## src/pam_pkg.sv

```systemverilog
// Purpose: Shared constants and carrier types for the port alternate-function mux.
// Assumes: One APB clock domain; 32-bit APB data, one aligned word per register.
// Notes: Register offsets are byte addresses.
package pam_pkg;

   // Register byte offsets.
   localparam logic [11:0] PAM_OFS_P0_LATCH = 12'h000;
   localparam logic [11:0] PAM_OFS_P0_DIR = 12'h004;
   localparam logic [11:0] PAM_OFS_P0_ALT_EN = 12'h008;
   localparam logic [11:0] PAM_OFS_P1_LATCH = 12'h010;
   localparam logic [11:0] PAM_OFS_P1_DIR = 12'h014;
   localparam logic [11:0] PAM_OFS_P3_LATCH = 12'h020;
   localparam logic [11:0] PAM_OFS_P3_DIR = 12'h024;
   localparam logic [11:0] PAM_OFS_P3_ALT_EN = 12'h028;
   localparam logic [11:0] PAM_OFS_P3_ALT_SEL = 12'h02C;
   localparam logic [11:0] PAM_OFS_DEBUG = 12'h030;
   localparam logic [11:0] PAM_OFS_PIN_IN = 12'h034;

   // Reset values: latches clear, directions input (1), alternate functions off.
   localparam logic [7:0] PAM_RST_LATCH = 8'h00;
   localparam logic [7:0] PAM_RST_DIR = 8'hFF;
   localparam logic [7:0] PAM_RST_ALT = 8'h00;
   localparam logic PAM_RST_DEBUG = 1'h0;

   // Field positions and the direction value that makes analog outputs legal.
   localparam int PAM_DEBUG_BIT = 0;
   localparam logic [7:0] PAM_P1_ANALOG_DIR = 8'hFF;

   // Port configuration seen by the mux.
   typedef struct packed {
      logic [7:0] p0_latch;
      logic [7:0] p0_dir;
      logic [7:0] p0_alt;
      logic [7:0] p1_latch;
      logic [7:0] p1_dir;
      logic [7:0] p3_latch;
      logic [7:0] p3_dir;
      logic [7:0] p3_alt;
      logic [7:0] p3_sel;
      logic debug;
   } pam_cfg_t;

   // Peripheral outputs that may drive pins.
   typedef struct packed {
      logic timer8_output_a;
      logic timer8_output_b;
      logic uart0_transmit;
      logic timer_output_1;
      logic timer_output_2;
      logic timer_output_3;
   } pam_periph_out_t;

   // Synchronized pin levels handed to peripheral inputs.
   typedef struct packed {
      logic nmi_in;
      logic ext_interrupt_in_0;
      logic ext_interrupt_in_1;
      logic ext_interrupt_in_2;
      logic ext_interrupt_in_3;
      logic ext_interrupt_in_7;
      logic debug_reset_input;
      logic uart0_receive;
      logic uart0_ext_clock_in;
      logic adc_trigger_in;
      logic analog_out_enable;
   } pam_periph_in_t;

endpackage

```

## src/pam_mux.sv

```systemverilog
// Purpose: APB-configured pin multiplexer for port 0, port 1 and port 3 pins 0 to 2.
// Assumes: pin_in arrives asynchronously; peripherals run on pclk.
// Notes: Pin outputs and enables are registered; peripheral inputs are synchronized.
// What this block does
// - Alt enable drives port0_pin0 from timer A.
// - Alt enable drives port0_pin1 from timer B.
// - Alt enable makes port0_pin2 the NMI input.
// - Pins 3,4,6 become external interrupts 0,1,3.
// - Pin 5 is interrupt 2 outside debug.
// - Debug mode makes pin 5 debug reset.
// - Port3 pin0 selects UART transmit or timer 2.
// - Port3 pin1 feeds UART receive and interrupt 7, or carries timer 3.
// - Port3 pin2 feeds UART clock and ADC trigger, or carries timer 1.
// - Alternate function fixes direction, ignores latch.
// - Enable 0 is GPIO (except pin 5 in debug mode), 1 is alternate.
`timescale 1ns/1ps
`default_nettype none
module pam_mux
   import pam_pkg::*;
(
   input wire logic pclk,
   input wire logic presetn,
   input wire logic psel,
   input wire logic penable,
   input wire logic pwrite,
   input wire logic [11:0] paddr,
   input wire logic [31:0] pwdata,
   output logic [31:0] prdata,
   output logic pready,
   output logic pslverr,
   input wire logic [7:0] p0_pin_in,
   output logic [7:0] p0_pin_out,
   output logic [7:0] p0_pin_oe,
   input wire logic [7:0] p1_pin_in,
   output logic [7:0] p1_pin_out,
   output logic [7:0] p1_pin_oe,
   input wire logic [7:0] p3_pin_in,
   output logic [7:0] p3_pin_out,
   output logic [7:0] p3_pin_oe,
   input wire pam_periph_out_t periph_out,
   output pam_periph_in_t periph_in
);

   // Register file contents.
   pam_cfg_t cfg;
   pam_cfg_t next_cfg;
   // Registered read data.
   logic [31:0] next_prdata;
   logic next_pslverr;
   // Synchronized pin levels.
   logic [23:0] pin_sync;
   logic [7:0] p0_sync;
   logic [7:0] p1_sync;
   logic [7:0] p3_sync;
   // Next pin drive values.
   logic [7:0] next_p0_out;
   logic [7:0] next_p0_oe;
   logic [7:0] next_p1_out;
   logic [7:0] next_p1_oe;
   logic [7:0] next_p3_out;
   logic [7:0] next_p3_oe;
   pam_periph_in_t next_periph_in;
   // Access strobes.
   // The write strobe marks the access phase; the read strobe marks the setup phase.
   logic wr_acc;
   logic rd_acc;

   // Used to raise the error flag; keeping the list apart from the read decode means
   // a new register must be added in both places.
   // Decodes whether an address is one of the mapped registers.
   function automatic logic addr_mapped(input logic [11:0] a);
      unique case (a)
         PAM_OFS_P0_LATCH, PAM_OFS_P0_DIR, PAM_OFS_P0_ALT_EN, PAM_OFS_P1_LATCH,
         PAM_OFS_P1_DIR, PAM_OFS_P3_LATCH, PAM_OFS_P3_DIR, PAM_OFS_P3_ALT_EN,
         PAM_OFS_P3_ALT_SEL, PAM_OFS_DEBUG, PAM_OFS_PIN_IN: addr_mapped = 1'b1;
         default: addr_mapped = 1'b0;
      endcase
   endfunction

   // General-purpose pin drive: direction bit 0 means output.
   // Returns the enable in the upper bit and the level in the lower bit.
   function automatic logic [1:0] gpio_drive(input logic latch, input logic dir);
      gpio_drive = {~dir, latch};
   endfunction

   // Every input pin passes two flops before any logic reads it.
   // The three ports share one bank; bits 7:0 are port 0, 15:8 port 1 and 23:16 port 3,
   // so one synchronizer serves them all and they all lag by the same two edges.
   pam_sync u_sync (
      .pclk(pclk),
      .presetn(presetn),
      .async_in({p3_pin_in, p1_pin_in, p0_pin_in}),
      .sync_out(pin_sync)
   );

   assign p0_sync = pin_sync[7:0];
   assign p1_sync = pin_sync[15:8];
   assign p3_sync = pin_sync[23:16];

   // The bus never stalls: every register is a plain flop, so there is nothing to wait for.
   // A master that allows for wait states still works, since it simply sees ready at once.
   // Slave answers with no wait states; errors only on unmapped addresses.
   assign pready = 1'b1;
   assign wr_acc = psel & penable & pwrite;
   assign rd_acc = psel & ~penable & ~pwrite;

   // Only the low byte of each write lands; the upper bits are dropped on purpose,
   // since every port is eight pins wide and nothing lives above them.
   // The pin-level register at the end of the map is read-only, so a write to it falls
   // into the default branch and leaves the configuration as it was.
   // Register writes take effect at the access-phase edge.
   always_comb begin
      next_cfg = cfg;
      if (wr_acc) begin
         unique case (paddr)
            PAM_OFS_P0_LATCH: next_cfg.p0_latch = pwdata[7:0];
            PAM_OFS_P0_DIR: next_cfg.p0_dir = pwdata[7:0];
            PAM_OFS_P0_ALT_EN: next_cfg.p0_alt = pwdata[7:0];
            PAM_OFS_P1_LATCH: next_cfg.p1_latch = pwdata[7:0];
            PAM_OFS_P1_DIR: next_cfg.p1_dir = pwdata[7:0];
            PAM_OFS_P3_LATCH: next_cfg.p3_latch = pwdata[7:0];
            PAM_OFS_P3_DIR: next_cfg.p3_dir = pwdata[7:0];
            PAM_OFS_P3_ALT_EN: next_cfg.p3_alt = pwdata[7:0];
            PAM_OFS_P3_ALT_SEL: next_cfg.p3_sel = pwdata[7:0];
            PAM_OFS_DEBUG: next_cfg.debug = pwdata[PAM_DEBUG_BIT];
            default: next_cfg = cfg;
         endcase
      end
   end

   // Loading the read word one cycle early keeps prdata a flop and still meets the
   // access phase, at the price of showing the configuration as it stood in setup.
   // A write and a read never overlap on one bus, so that snapshot is never stale.
   // Read data is captured in the setup cycle so it is a flop in the access phase.
   always_comb begin
      next_prdata = prdata;
      next_pslverr = 1'b0;
      if (rd_acc) begin
         unique case (paddr)
            PAM_OFS_P0_LATCH: next_prdata = {24'h000000, cfg.p0_latch};
            PAM_OFS_P0_DIR: next_prdata = {24'h000000, cfg.p0_dir};
            PAM_OFS_P0_ALT_EN: next_prdata = {24'h000000, cfg.p0_alt};
            PAM_OFS_P1_LATCH: next_prdata = {24'h000000, cfg.p1_latch};
            PAM_OFS_P1_DIR: next_prdata = {24'h000000, cfg.p1_dir};
            PAM_OFS_P3_LATCH: next_prdata = {24'h000000, cfg.p3_latch};
            PAM_OFS_P3_DIR: next_prdata = {24'h000000, cfg.p3_dir};
            PAM_OFS_P3_ALT_EN: next_prdata = {24'h000000, cfg.p3_alt};
            PAM_OFS_P3_ALT_SEL: next_prdata = {24'h000000, cfg.p3_sel};
            PAM_OFS_DEBUG: next_prdata = {31'h00000000, cfg.debug};
            PAM_OFS_PIN_IN: next_prdata = {8'h00, p3_sync, p1_sync, p0_sync};
            default: next_prdata = 32'h00000000;
         endcase
      end
      // Error flag is set in setup and held into the access phase.
      if (psel & ~penable) begin
         next_pslverr = ~addr_mapped(paddr);
      end else if (psel & penable) begin
         next_pslverr = pslverr;
      end
   end

   // Register file and bus answer flops.
   always_ff @(posedge pclk or negedge presetn) begin
      if (!presetn) begin
         cfg.p0_latch <= PAM_RST_LATCH;
         cfg.p0_dir <= PAM_RST_DIR;
         cfg.p0_alt <= PAM_RST_ALT;
         cfg.p1_latch <= PAM_RST_LATCH;
         cfg.p1_dir <= PAM_RST_DIR;
         cfg.p3_latch <= PAM_RST_LATCH;
         cfg.p3_dir <= PAM_RST_DIR;
         cfg.p3_alt <= PAM_RST_ALT;
         cfg.p3_sel <= PAM_RST_ALT;
         cfg.debug <= PAM_RST_DEBUG;
         prdata <= 32'h00000000;
         pslverr <= 1'b0;
      end else begin
         cfg <= next_cfg;
         prdata <= next_prdata;
         pslverr <= next_pslverr;
      end
   end

   // The drive logic starts from the general-purpose view and lets each enabled
   // alternate function overwrite its own pin, so a pin with its enable bit clear
   // is never touched by a peripheral, except pin 5, which debug mode takes over.
   // Output functions force the driver on and input functions force it off; the
   // latch and direction bits keep their values and return when the enable clears.
   // Pin drive and peripheral input selection.
   always_comb begin
      // Start with plain GPIO on every pin.
      for (int i = 0; i < 8; i++) begin
         {next_p0_oe[i], next_p0_out[i]} = gpio_drive(cfg.p0_latch[i], cfg.p0_dir[i]);
         {next_p1_oe[i], next_p1_out[i]} = gpio_drive(cfg.p1_latch[i], cfg.p1_dir[i]);
         {next_p3_oe[i], next_p3_out[i]} = gpio_drive(cfg.p3_latch[i], cfg.p3_dir[i]);
      end
      // Inputs rest low unless the pin is handed to that function.
      next_periph_in = '0;

      // Timer outputs override latch and direction.
      if (cfg.p0_alt[0]) begin
         next_p0_oe[0] = 1'b1;
         next_p0_out[0] = periph_out.timer8_output_a;
      end
      if (cfg.p0_alt[1]) begin
         next_p0_oe[1] = 1'b1;
         next_p0_out[1] = periph_out.timer8_output_b;
      end
      // Input functions release the driver whatever the direction bit says.
      if (cfg.p0_alt[2]) begin
         next_p0_oe[2] = 1'b0;
         next_periph_in.nmi_in = p0_sync[2];
      end
      // External interrupts 0, 1 and 3.
      if (cfg.p0_alt[3]) begin
         next_p0_oe[3] = 1'b0;
         next_periph_in.ext_interrupt_in_0 = p0_sync[3];
      end
      if (cfg.p0_alt[4]) begin
         next_p0_oe[4] = 1'b0;
         next_periph_in.ext_interrupt_in_1 = p0_sync[4];
      end
      if (cfg.p0_alt[6]) begin
         next_p0_oe[6] = 1'b0;
         next_periph_in.ext_interrupt_in_3 = p0_sync[6];
      end
      // The debug reset must reach the debugger even if software has handed the pin
      // to something else, so it is tested first and overrides the enable bit.
      // Debug mode wins over the enable bit on pin 5.
      if (cfg.debug) begin
         next_p0_oe[5] = 1'b0;
         next_periph_in.debug_reset_input = p0_sync[5];
      end else if (cfg.p0_alt[5]) begin
         next_p0_oe[5] = 1'b0;
         next_periph_in.ext_interrupt_in_2 = p0_sync[5];
      end

      // Port 1 has no enable bits of its own; its pins stay general-purpose and the
      // analog block only learns whether software has made every pin an input.
      // Analog outputs are reported usable only with all-ones direction.
      next_periph_in.analog_out_enable = (cfg.p1_dir == PAM_P1_ANALOG_DIR);

      // Port 3 pin 0: UART transmit or timer 2.
      if (cfg.p3_alt[0]) begin
         next_p3_oe[0] = 1'b1;
         next_p3_out[0] = cfg.p3_sel[0] ? periph_out.timer_output_2
                                         : periph_out.uart0_transmit;
      end
      // Both shared inputs see the same level; software must keep the unused one
      // quiet, since the mux cannot tell which peripheral the pin is meant for.
      // Port 3 pin 1: shared input or timer 3; one level reaches both.
      if (cfg.p3_alt[1]) begin
         if (cfg.p3_sel[1]) begin
            next_p3_oe[1] = 1'b1;
            next_p3_out[1] = periph_out.timer_output_3;
         end else begin
            next_p3_oe[1] = 1'b0;
            next_periph_in.uart0_receive = p3_sync[1];
            next_periph_in.ext_interrupt_in_7 = p3_sync[1];
         end
      end
      // Port 3 pin 2: shared input or timer 1.
      if (cfg.p3_alt[2]) begin
         if (cfg.p3_sel[2]) begin
            next_p3_oe[2] = 1'b1;
            next_p3_out[2] = periph_out.timer_output_1;
         end else begin
            next_p3_oe[2] = 1'b0;
            next_periph_in.uart0_ext_clock_in = p3_sync[2];
            next_periph_in.adc_trigger_in = p3_sync[2];
         end
      end
   end

   // Registering the pin drive costs one cycle from a peripheral to its pin, but
   // keeps every output free of glitches from the decode above.
   // The peripheral inputs are registered in the same process so that a level shared
   // by two inputs reaches both on one edge and never through two different paths.
   // Pin and peripheral-input flops; a shared level lands in both fields on one edge.
   always_ff @(posedge pclk or negedge presetn) begin
      if (!presetn) begin
         p0_pin_out <= 8'h00;
         p0_pin_oe <= 8'h00;
         p1_pin_out <= 8'h00;
         p1_pin_oe <= 8'h00;
         p3_pin_out <= 8'h00;
         p3_pin_oe <= 8'h00;
         periph_in <= '0;
      end else begin
         p0_pin_out <= next_p0_out;
         p0_pin_oe <= next_p0_oe;
         p1_pin_out <= next_p1_out;
         p1_pin_oe <= next_p1_oe;
         p3_pin_out <= next_p3_out;
         p3_pin_oe <= next_p3_oe;
         periph_in <= next_periph_in;
      end
   end

endmodule
`default_nettype wire

```

## src/pam_sync.sv

```systemverilog
// Purpose: Two-flop synchronizer bank for pin input levels.
// Assumes: Pins are asynchronous to pclk.
// Notes: The first stage feeds only the second stage.
`timescale 1ns/1ps
`default_nettype none
module pam_sync (
   input wire logic pclk,
   input wire logic presetn,
   input wire logic [23:0] async_in,
   output logic [23:0] sync_out
);

   // First stage, read only by the second stage.
   logic [23:0] stage1;
   logic [23:0] next_stage1;
   logic [23:0] next_sync_out;

   // Next values are the plain shift of the chain.
   always_comb begin
      next_stage1 = async_in;
      next_sync_out = stage1;
   end

   // Both stages clear on reset so that peripherals see a quiet level.
   always_ff @(posedge pclk or negedge presetn) begin
      if (!presetn) begin
         stage1 <= 24'h000000;
         sync_out <= 24'h000000;
      end else begin
         stage1 <= next_stage1;
         sync_out <= next_sync_out;
      end
   end

endmodule
`default_nettype wire
```

## config.mk

```make
export PLATFORM = sky130hd
export DESIGN_NAME = pam_mux
export DESIGN_NICKNAME = d
export VERILOG_FILES = /design/src/pam_pkg.sv /design/src/pam_mux.sv /design/src/pam_sync.sv
export SDC_FILE = /design/constraint.sdc
export NUM_CORES = 1
export LEC_CHECK = 0
export ABC_AREA = 1
export CAP_MARGIN = 15
export CORE_MARGIN = 2
export CORE_UTILIZATION = 45
export CTS_CLUSTER_SIZE = 24
export DETAILED_ROUTE_END_ITERATION = 7
export DONT_BUFFER_PORTS = 1
export PLACE_DENSITY = 0.74
export SKIP_CTS_REPAIR_TIMING = 1
export SLEW_MARGIN = 20
export SYNTH_ARGS = -nofsm -noshare
export SYNTH_HDL_FRONTEND = slang
export SYNTH_SLANG_ARGS = --single-unit
export TNS_END_PERCENT = 20
```

## constraint.sdc

```tcl
create_clock -name pclk -period 1 [get_ports pclk]
set_input_delay 0.1 -clock pclk [delete_from_list [all_inputs] [get_ports pclk]]
set_output_delay 0.1 -clock pclk [all_outputs]
set_load 0.05 [all_outputs]
```

Yosys cells after proc, flatten, opt, wreduce, memory -nomap -nowiden:

Index checks and enable logic that the tools add are counted.

* flip-flop bits (word level): 212
* memories kept: 0
* RAM bits: 0
* latch bits: 0
* word-level logic and storage cells: 122
* output and inout port bits: 93
* memory bits (read-only): 0

* shift operators: 0
* reductions and logical operators: 12
* bitwise operators: 31
* div/mod/pow operators: 0
* equal/unequal tests: 12
* multipliers: 0
* $lt $le $gt $ge: 0
* multiplexer cells: 37
* add/subtract/negate cells: 0

Operators by type and width (number)
* 24-bit case mux with 11 select lines: 1
* 12-bit by 6-bit equality test with 1-bit output (second input constant): 6
* 1-bit 2-to-1 mux: 34
* 1-bit inverter: 27
* 12-bit by 5-bit equality test with 1-bit output (second input constant): 2
* 2-bit AND reduction: 10
* 12-bit by 3-bit equality test with 1-bit output (second input constant): 1
* 12-bit by 4-bit equality test with 1-bit output (second input constant): 1
* 12-bit zero test: 1
* 11-bit OR reduction: 1
* 8-bit equality test (second input constant): 1
* 1-bit AND: 4
* 2-bit 2-to-1 mux: 2
* 2-bit by 1-bit inequality test with 1-bit output (second input constant): 1

Logic depth before layout (Yosys ltp):

Gate-level depths: netlist of run 1.

* word-level depth: 6
* gate-level depth with buffers: 11
* mapped depth without buffers: 10

Hierarchy:

From an unflattened synthesis of run 1, not the netlist that was laid out.

* cells, all modules: 763
* area, all modules: 7921.3 um^2

By module, submodules not included
* pam_mux: area an instance 6720.2 um^2, cells each 715, instances 1
* pam_sync: area an instance 1201.2 um^2, cells each 48, instances 1

Worst setup path before layout of run 1:

Ideal clock, no wire load.

* path kind: input port to flip-flop
* start: input paddr[11]
* end: register cfg[30] (netlist bit)
* path buffers: 1
* data arrival time: 0.981 ns
* stages on the path: 7
* path slack: -0.109 ns
* path through: nor2_2 -> nand2_4 -> nor2_8 -> nand3_4 -> buf_2 -> nand2_1 -> o21ai_1

* cells in the longest elaborated chain, start to end: 2

RTL lines
* start: declaration: RTL line pam_mux.sv:26 `input wire logic [11:0] paddr,`
* 12-bit by 6-bit equality test with 1-bit output: RTL line pam_mux.sv:115 `unique case (paddr)`
* 2-bit AND reduction (no line)
* end signal: assignment: RTL line pam_mux.sv:178 `cfg <= next_cfg;`
* end: declaration: RTL line pam_mux.sv:45 `pam_cfg_t cfg;`

No other way between the ends.
A chain may end at the register's enable or synchronous reset.

Worst setup path after layout of run 1:

* start: register prdata[7]
* end: output prdata[7]

RTL lines
* start: declaration: RTL line pam_mux.sv:28 `output logic [31:0] prdata,`
* start signal: assignment: RTL line pam_mux.sv:179 `prdata <= next_prdata;`

No word-level cell between the ends.

==> results of run 1 <==
## logic make-up (layout without fill, tap and decap cells)
logic type,Yosys count,in the layout,share of synthesized area
buf+inv,91,287,0.0604
simple gates,364,364,0.228
mux,3,3,0.00407
flops,203,203,0.640
compound gates,97,97,0.0670
other cells,2,9,0.000940
## per-layer routing
layer	routed length (um)	up-vias	global-route usage
li1	-	2803	-
met1	8370	2952	0.286
met2	10300	221	0.348
met3	1200	40	0.0327
met4	499	0	0.0762
met5	0	-	0
## worst max-delay path by stage
stage	cells past startpoint	endpoint	start
after floorplan	7	cfg[55]	paddr[0]
after global placement	9	prdata[3]	paddr[0]
after detailed placement	9	prdata[3]	paddr[0]
after CTS	1	prdata[7]	prdata[7]
after global routing	1	prdata[7]	prdata[7]
final	1	prdata[7]	prdata[7]
## registers in the layout, summed over array words and instances (netlist names)
| register | flops |
|---|---|
| cfg | 65 |
| prdata | 24 |
| u_sync.next_sync_out | 24 |
| u_sync.sync_out | 24 |
| periph_in | 9 |
| next_p1_out | 8 |
| p0_pin_oe | 8 |
| p0_pin_out | 8 |
| p1_pin_oe | 8 |
| p1_pin_out | 8 |
| p3_pin_oe | 8 |
| p3_pin_out | 8 |
| pslverr | 1 |
## cell usage after synthesis, drive strengths merged
library cell	count
nor2	75
dfstp	24
nand2	182
inv	58
mux2	2
mux2i	1
clkbuf	4
o21ai	95
conb	2
buf	29
dfrtp	179
o21a	2
nand3	103
nor3	1
nand4	3
## area by class of cell
type	count	area share
inverter	58	0.0207
sequential	203	0.476
timing repair buffer	189	0.179
tap	225	0.0262
clock inverter	4	0.00245
clock buffer	36	0.0619
multi-input combinational	473	0.233
## metrics by stage
stage          hold slack, ps   util  setup slack (ps)  cells  instance area (sq um)
2_1_floorplan            -196      -             -92.0    767                   8050
3_3_place_gp             -187  0.533              -355   1103                   9260
3_5_place_dp             -187  0.533              -380   1103                   9260
4_1_cts                  -716  0.573              -209   1143                   9950
5_1_grt                  -721  0.619              -203   1188                  10700
6_report                 -697  0.619              -175   1188                  10700
## placed cells by master (no fill, tap or decap), types with 12 or more instances in the layout
cell type	n
dfrtp_1	178
nor2_1	49
o21ai_2	12
nand2_1	167
buf_4	63
clkbuf_16	23
nand3_2	14
nand3_1	80
o21ai_1	70
inv_1	54
o21ai_0	13
dlygate4sd3_1	37
nor2_2	14
dfstp_2	24
buf_6	80
## where the power goes
part	switching (mW)	internal [mW]	total, mW
registers	0.0435	8.33	8.37
clock network	3.13	4.54	7.67
logic	0.374	0.216	0.590
total	3.54	13.1	16.6
==> impl_metrics.csv, run 1 <==
group,metric,value,unit
floorplanning,ioPinCount,172,
critical_path,crit_path_start_kind,"register",
critical_path,crit_required,900,ps
drt,dr.first_iter.drc_count,479,
pwr,power_density,1550,nW/um^2
cells_and_area,fillCellCount,1354,
logic_synthesis,synthTopCellsByArea,"dfrtp_1 (56%), nand2_1 (8.3%), dfstp_2 (7.9%)",
clocking,cts.clk_slew.worst_paths,70,ps
logic_synthesis,synth_area,7990,sq um
cells_and_area,area_delta_synth_final,34.4,%
clocking,clock_sinks,203,
critical_path,worstRegToRegCells,6,
drt,num_vias,6016,
critical_path,r2r_slack,-90,ps
pwr,p_total,16.6,mW
grt,grt_pass1_wl,30.7,mm
clocking,cts_tree,"built",
clocking,cts_buffers,22,
logic_synthesis,synth_area_per_cell,10.5,sq um
logic_synthesis,synth_seq_cells,203,
sta,period_minus_slack,1170,ps
logic_synthesis,synth.largest_area_cell,"dfrtp_1",
drt,routed_wl,20.4,mm
logic_synthesis,ys_types,29,
drt,wire_per_inst,17.1,um
cells_and_area,drive_above_1_share,0.301,
sta,setup_ws,-175,ps
drt,viasPerCell,5.06,
drt,ant_nets,0,
clocking,clk_latency,500,ps
worst_hold_path,hold_path.class,"in -> async",
sta,fmax,0.851,GHz
clocking,cts_root_buf,"clkbuf_16",
sta,setup_viol,92,
floorplanning,die_height,137,um
sta,hold_ws,-697,ps
sta,drv_slew,0,
flow_run,max_cap_violations,0,
status,status,"complete, but fails checks",
cells_and_area,regArea,5110,sq um
pwr,p_leak,5.05,nW
critical_path,critical_path_class,"reg -> out",
critical_path,critPathSlowestCell,"dfrtp_1",
floorplanning,core_area,17400,sq um
pwr,ir_worst_vdd,1.26,mV
logic_synthesis,synth_seq_area_share,0.640,
grt,grt_use_total,0.211,
sta,fin_crit_sh,1.17,
sta,hold_viol_final,204,
sta,rsz0062_at_grt,"yes",
floorplanning,start_util,0.460,
critical_path,worstPathMaxFanout,2,
floorplanning,dieWidth,137,um
floorplanning,row_count,48,
critical_path,r2r-end,"prdata[3]",
placement,gp_congestion,0.966,
placement,io_buffers,0,
logic_synthesis,synth.top_cell.area_share,0.561,
clocking,h-tree-depth,1,
critical_path,critPathArrivalTime,1070,ps
cells_and_area,antenna_cells,0,
grt,grt_overflow,0,
critical_path,crit_chain,"buf_6",
sta,tns,-11080,ps
drt,route.detailed.drc,0,
critical_path,cp-end-kind,"output pin",
drt,drtPass1Iterations,5,
critical_path,slowest_delay,400,ps
cells_and_area,multiInputGateArea,2510,sq um
logic_synthesis,synth_warnings,0,
floorplanning,die-area,18800,sq um
cells_and_area,final_nets,1026,
logic_synthesis,syn_inst,760,
placement,place_hpwl,13.5,mm
clocking,cts_buffer_depth,3,
grt,grt_max_degree,204,
critical_path,path_buf_inv,1,
sta,finClkSkew,22.1,ps
critical_path,critical_path.top_delay_family,"flip-flops",
grt,antenna_found_initial,0,
critical_path,timing.rr.start,"next_p1_out[3]",
status,violations,"hold timing, setup timing",
grt,grt_pass1_vias,5827,
No activity file was read; power rests on OpenSTA's default activity.
==> run 2: changes to the inputs <==
- TNS_END_PERCENT: 20 -> 1
==> run 2 against run 1 <==
The run still ends with hold timing, setup timing left. First-iteration DRC count down 5.2%. Via count down 0.25%. Sequential power about the same. Combinational power down 2%. Core utilization up 0.97 points. Largest cell class unchanged. Largest power group unchanged.
==> impl_metrics.csv, run 2 (synthesized netlist as in run 1, its figures left out) <==
group,metric,value,unit
critical_path,setup.worst_path.start,"prdata[4]",
critical_path,r2r-end,"prdata[3]",
clocking,cts_tree,"built",
critical_path,crit_path_start_kind,"register",
sta,fmax,0.842,GHz
worst_hold_path,hold_path.class,"in -> async",
sta,hold_ws,-697,ps
grt,grt_overflow,0,
critical_path,path_buf_inv,1,
grt,grt_pass1_vias,5709,
clocking,h-tree-depth,1,
cells_and_area,final_nets,1050,
critical_path,worstPathMaxFanout,2,
drt,routed_wl,20.0,mm
sta,rsz0062_at_grt,"yes",
cells_and_area,area_delta_synth_final,36.5,%
grt,grt_use_total,0.211,
floorplanning,die_height,137,um
clocking,clk_latency,490,ps
drt,num_vias,6001,
cells_and_area,regMostFlops,"cfg",
critical_path,cp.depth,1,
cells_and_area,final_cell_mix,"dfrtp_1 (178), nand2_1 (171), buf_4 (89)",
placement,gp_congestion,0.948,
sta,fin_crit_sh,1.19,
cells_and_area,post-route-util,0.628,
floorplanning,ioPinCount,172,
clocking,cts_root_buf,"clkbuf_16",
status,status,"complete, but fails checks",
placement,place_ws,-329,ps
critical_path,critical_path_class,"reg -> out",
grt,grt_max_degree,204,
drt,viasPerCell,4.96,
drt,route.detailed.drc,0,
cells_and_area,final_common_cell,"dfrtp_1",
sta,hold_viol_final,211,
clocking,cts_buffer_depth,3,
sta,tns,-10530,ps
sta,finClkSkew,18.5,ps
critical_path,worstRegToRegCells,6,
sta,setup_viol,91,
critical_path,critPathSlowestCell,"dfrtp_2",
sta,drv_slew,0,
status,violations,"hold timing, setup timing",
drt,ant_nets,0,
pwr,power_density,1560,nW/um^2
drt,dr.first_iter.drc_count,454,
sta,setup_ws,-187,ps
grt,antenna_found_initial,0,
cells_and_area,instances_no_fill,1210,
sta,period_minus_slack,1190,ps
critical_path,slowest_delay,440,ps
cells_and_area,final_area,10900,sq um
drt,wire_per_inst,16.5,um
critical_path,crit_path_end,"prdata[4]",
flow_run,max_cap_violations,0,
floorplanning,core_area,17400,sq um
placement,place_area,9440,sq um
floorplanning,row_count,48,
critical_path,cp-end-kind,"output pin",
placement,place_hpwl,13.6,mm
clocking,cts_buffers,21,
pwr,p_leak,5.19,nW
clocking,clock_sinks,203,
critical_path,crit_chain,"buf_6",
critical_path,critical_path.top_delay_family,"flip-flops",
critical_path,timing.rr.start,"cfg[28]",
placement,post-place-cells,1134,
critical_path,critPathArrivalTime,1090,ps
critical_path,r2r_slack,-70,ps
cells_and_area,drive_above_1_share,0.322,
floorplanning,die-area,18800,sq um
cells_and_area,largest_register_ff_count,65,
floorplanning,dieWidth,137,um
pwr,ir_worst_vdd,2.47,mV
cells_and_area,antenna_cells,0,
critical_path,crit_required,900,ps
placement,io_buffers,0,
grt,grt_pass1_wl,30.3,mm
clocking,cts.clk_slew.worst_paths,60,ps
floorplanning,start_util,0.460,
pwr,p_total,17.1,mW
drt,drtPass1Iterations,5,
[run 2: routing by layer]
metal / vias up / wire length (um) / track usage
li1: 2870 / - / -
met1: 2870 / 8210 / 0.282
met2: 220 / 9840 / 0.348
met3: 41 / 1370 / 0.0405
met4: 0 / 580 / 0.0699
met5: - / 0 / 0
[run 2: layout make-up]
cell class | instances | area, sq um
well taps | 225 | 282
multi-input cells | 473 | 2490
inverters | 58 | 223
fillers | 1366 | 6450
repair buffers | 214 | 2070
clock buffers | 26 | 584
flip-flops and latches | 203 | 5110
clock inverters | 11 | 145
[run 2: where the power goes]
group | leakage [nW] | switching, mW | internal [mW]
combinational | 2.33 | 0.367 | 0.213
clock | 0.352 | 3.16 | 4.94
sequential | 2.51 | 0.0432 | 8.33
[run 2: worst min path at each step]
stage	startpoint	slack (ps)	cells past startpoint	to
final	presetn	-700	0	p1_pin_oe[5]
after global routing	presetn	-720	0	p3_pin_oe[3]
after CTS	presetn	-710	0	p3_pin_out[4]
after detailed placement	presetn	-190	0	p1_pin_oe[5]
after global placement	presetn	-190	0	p1_pin_oe[3]
after floorplan	presetn	-200	0	cfg[0]
==> run 3: changes to the inputs <==
- SETUP_SLACK_MARGIN: unset -> 0.1
==> run 3 against run 2 <==
The run still ends with hold timing, setup timing left. Combinational power up 0.9%. Global-route usage did not move. Design area up 0.35%. Final cell count unchanged. First-iteration DRC count up 0.22%. Clock skew fell by 2.7 ps. Flip-flop and latch count did not move. Maximum frequency decreased by 0.69%. Via count up 0.27%. Critical path type unchanged. Critical endpoint unchanged. Largest power group unchanged.
==> impl_metrics.csv, run 3 (synthesized netlist as in run 1, its figures left out) <==
group,metric,value,unit
floorplanning,row_count,48,
drt,route.detailed.drc,0,
cells_and_area,antenna_cells,0,
clocking,h-tree-depth,1,
grt,grt_use_total,0.211,
cells_and_area,drive_above_1_share,0.327,
floorplanning,dieWidth,137,um
critical_path,path_buf_inv,1,
cells_and_area,largest_register_ff_count,65,
drt,routed_wl,20.1,mm
clocking,cts_tree,"built",
critical_path,crit_chain,"buf_6",
placement,place_hpwl,13.6,mm
drt,ant_nets,0,
sta,period_minus_slack,1200,ps
clocking,cts_buffers,21,
sta,hold_ws,-696,ps
critical_path,critPathArrivalTime,1100,ps
critical_path,crit_path_start_kind,"register",
status,status,"complete, but fails checks",
drt,viasPerCell,4.97,
sta,hold_viol_final,205,
cells_and_area,final_cell_mix,"dfrtp_1 (178), nand2_1 (168), buf_6 (86)",
cells_and_area,multiInputGateArea,2510,sq um
pwr,p_leak,5.20,nW
floorplanning,start_util,0.460,
cells_and_area,fillCellCount,1357,
placement,io_buffers,0,
clocking,cts_buffer_depth,3,
critical_path,critical_path_class,"reg -> out",
sta,rsz0062_at_grt,"yes",
clocking,clock_sinks,203,
placement,place_ws,-329,ps
flow_run,max_cap_violations,0,
floorplanning,die-area,18800,sq um
drt,num_vias,6017,
floorplanning,die_height,137,um
pwr,p_total,17.1,mW
cells_and_area,post-route-util,0.631,
sta,finClkSkew,15.8,ps
cells_and_area,final_nets,1050,
grt,grt_max_degree,204,
status,violations,"hold timing, setup timing",
critical_path,critical_path.top_delay_family,"flip-flops",
grt,antenna_found_initial,0,
drt,drtPass1Iterations,5,
sta,tns,-10620,ps
clocking,clk_latency,490,ps
critical_path,crit_required,900,ps
grt,grt_pass1_wl,30.3,mm
placement,gp_congestion,0.948,
sta,drv_slew,0,
cells_and_area,area_delta_synth_final,37.0,%
sta,setup_viol,92,
grt,grt_pass1_vias,5709,
pwr,power_density,1560,nW/um^2
clocking,cts_root_buf,"clkbuf_16",
clocking,cts.clk_slew.worst_paths,60,ps
grt,grt_overflow,0,
critical_path,cp-end-kind,"output pin",
drt,dr.first_iter.drc_count,455,
floorplanning,core_area,17400,sq um
sta,fmax,0.836,GHz
sta,fin_crit_sh,1.20,
critical_path,critPathSlowestCell,"dfrtp_2",
cells_and_area,final_common_cell,"dfrtp_1",
drt,wire_per_inst,16.6,um
sta,setup_ws,-196,ps
cells_and_area,regMostFlops,"cfg",
pwr,ir_worst_vdd,2.44,mV
cells_and_area,regArea,5110,sq um
critical_path,slowest_delay,450,ps
worst_hold_path,hold_path.class,"in -> async",
critical_path,worstPathMaxFanout,2,
floorplanning,ioPinCount,172,
[run 3: cell counts in the layout (fill, tap and decap cells not counted)]
Identical to the previous run, type by type.
[run 3: worst paths after layout]
path | from | end | slack, ps | depth (start not counted)
worst max-delay path | prdata[4] | prdata[4] | -200 | 1
worst min-delay path | presetn | p1_pin_oe[5] | -700 | 0
worst max register to register | cfg[28] | prdata[3] | -50 | 6
worst min register to register | u_sync.next_sync_out[10] | u_sync.sync_out[10] | 350 | 0
max in group asynchronous | presetn | cfg[63] | 1390 | 0
min in group pclk | pwdata[1] | next_p1_out[1] | -10 | 2
[run 3: layout make-up]
class / count / share of cell area
sequential: 203 / 0.467
multi-input combinational: 473 / 0.229
timing repair buffer: 214 / 0.191
clock buffer: 26 / 0.0534
tap: 225 / 0.0257
inverter: 58 / 0.0203
clock inverter: 11 / 0.0133
[run 3: through the flow]
step / std cells / instance area (sq um)
after floorplan: 767 / 8050
after global placement: 1134 / 9440
after detailed placement: 1134 / 9440
after CTS: 1171 / 10200
after global routing: 1210 / 10900
final: 1210 / 10900
[run 3: power by group]
part           internal (mW)  switching, mW  total [mW]
combinational          0.215          0.370       0.585
clock                   4.94           3.16        8.10
sequential              8.33         0.0434        8.37
[run 3: per-layer routing]
metal	routed length [um]	share of wire	vias to the layer above	track usage
li1	-	-	2870	-
met1	8170	0.41	2868	0.282
met5	0	0	-	0
met2	9900	0.49	234	0.348
met3	1460	0.072	45	0.0405
met4	584	0.029	0	0.0699
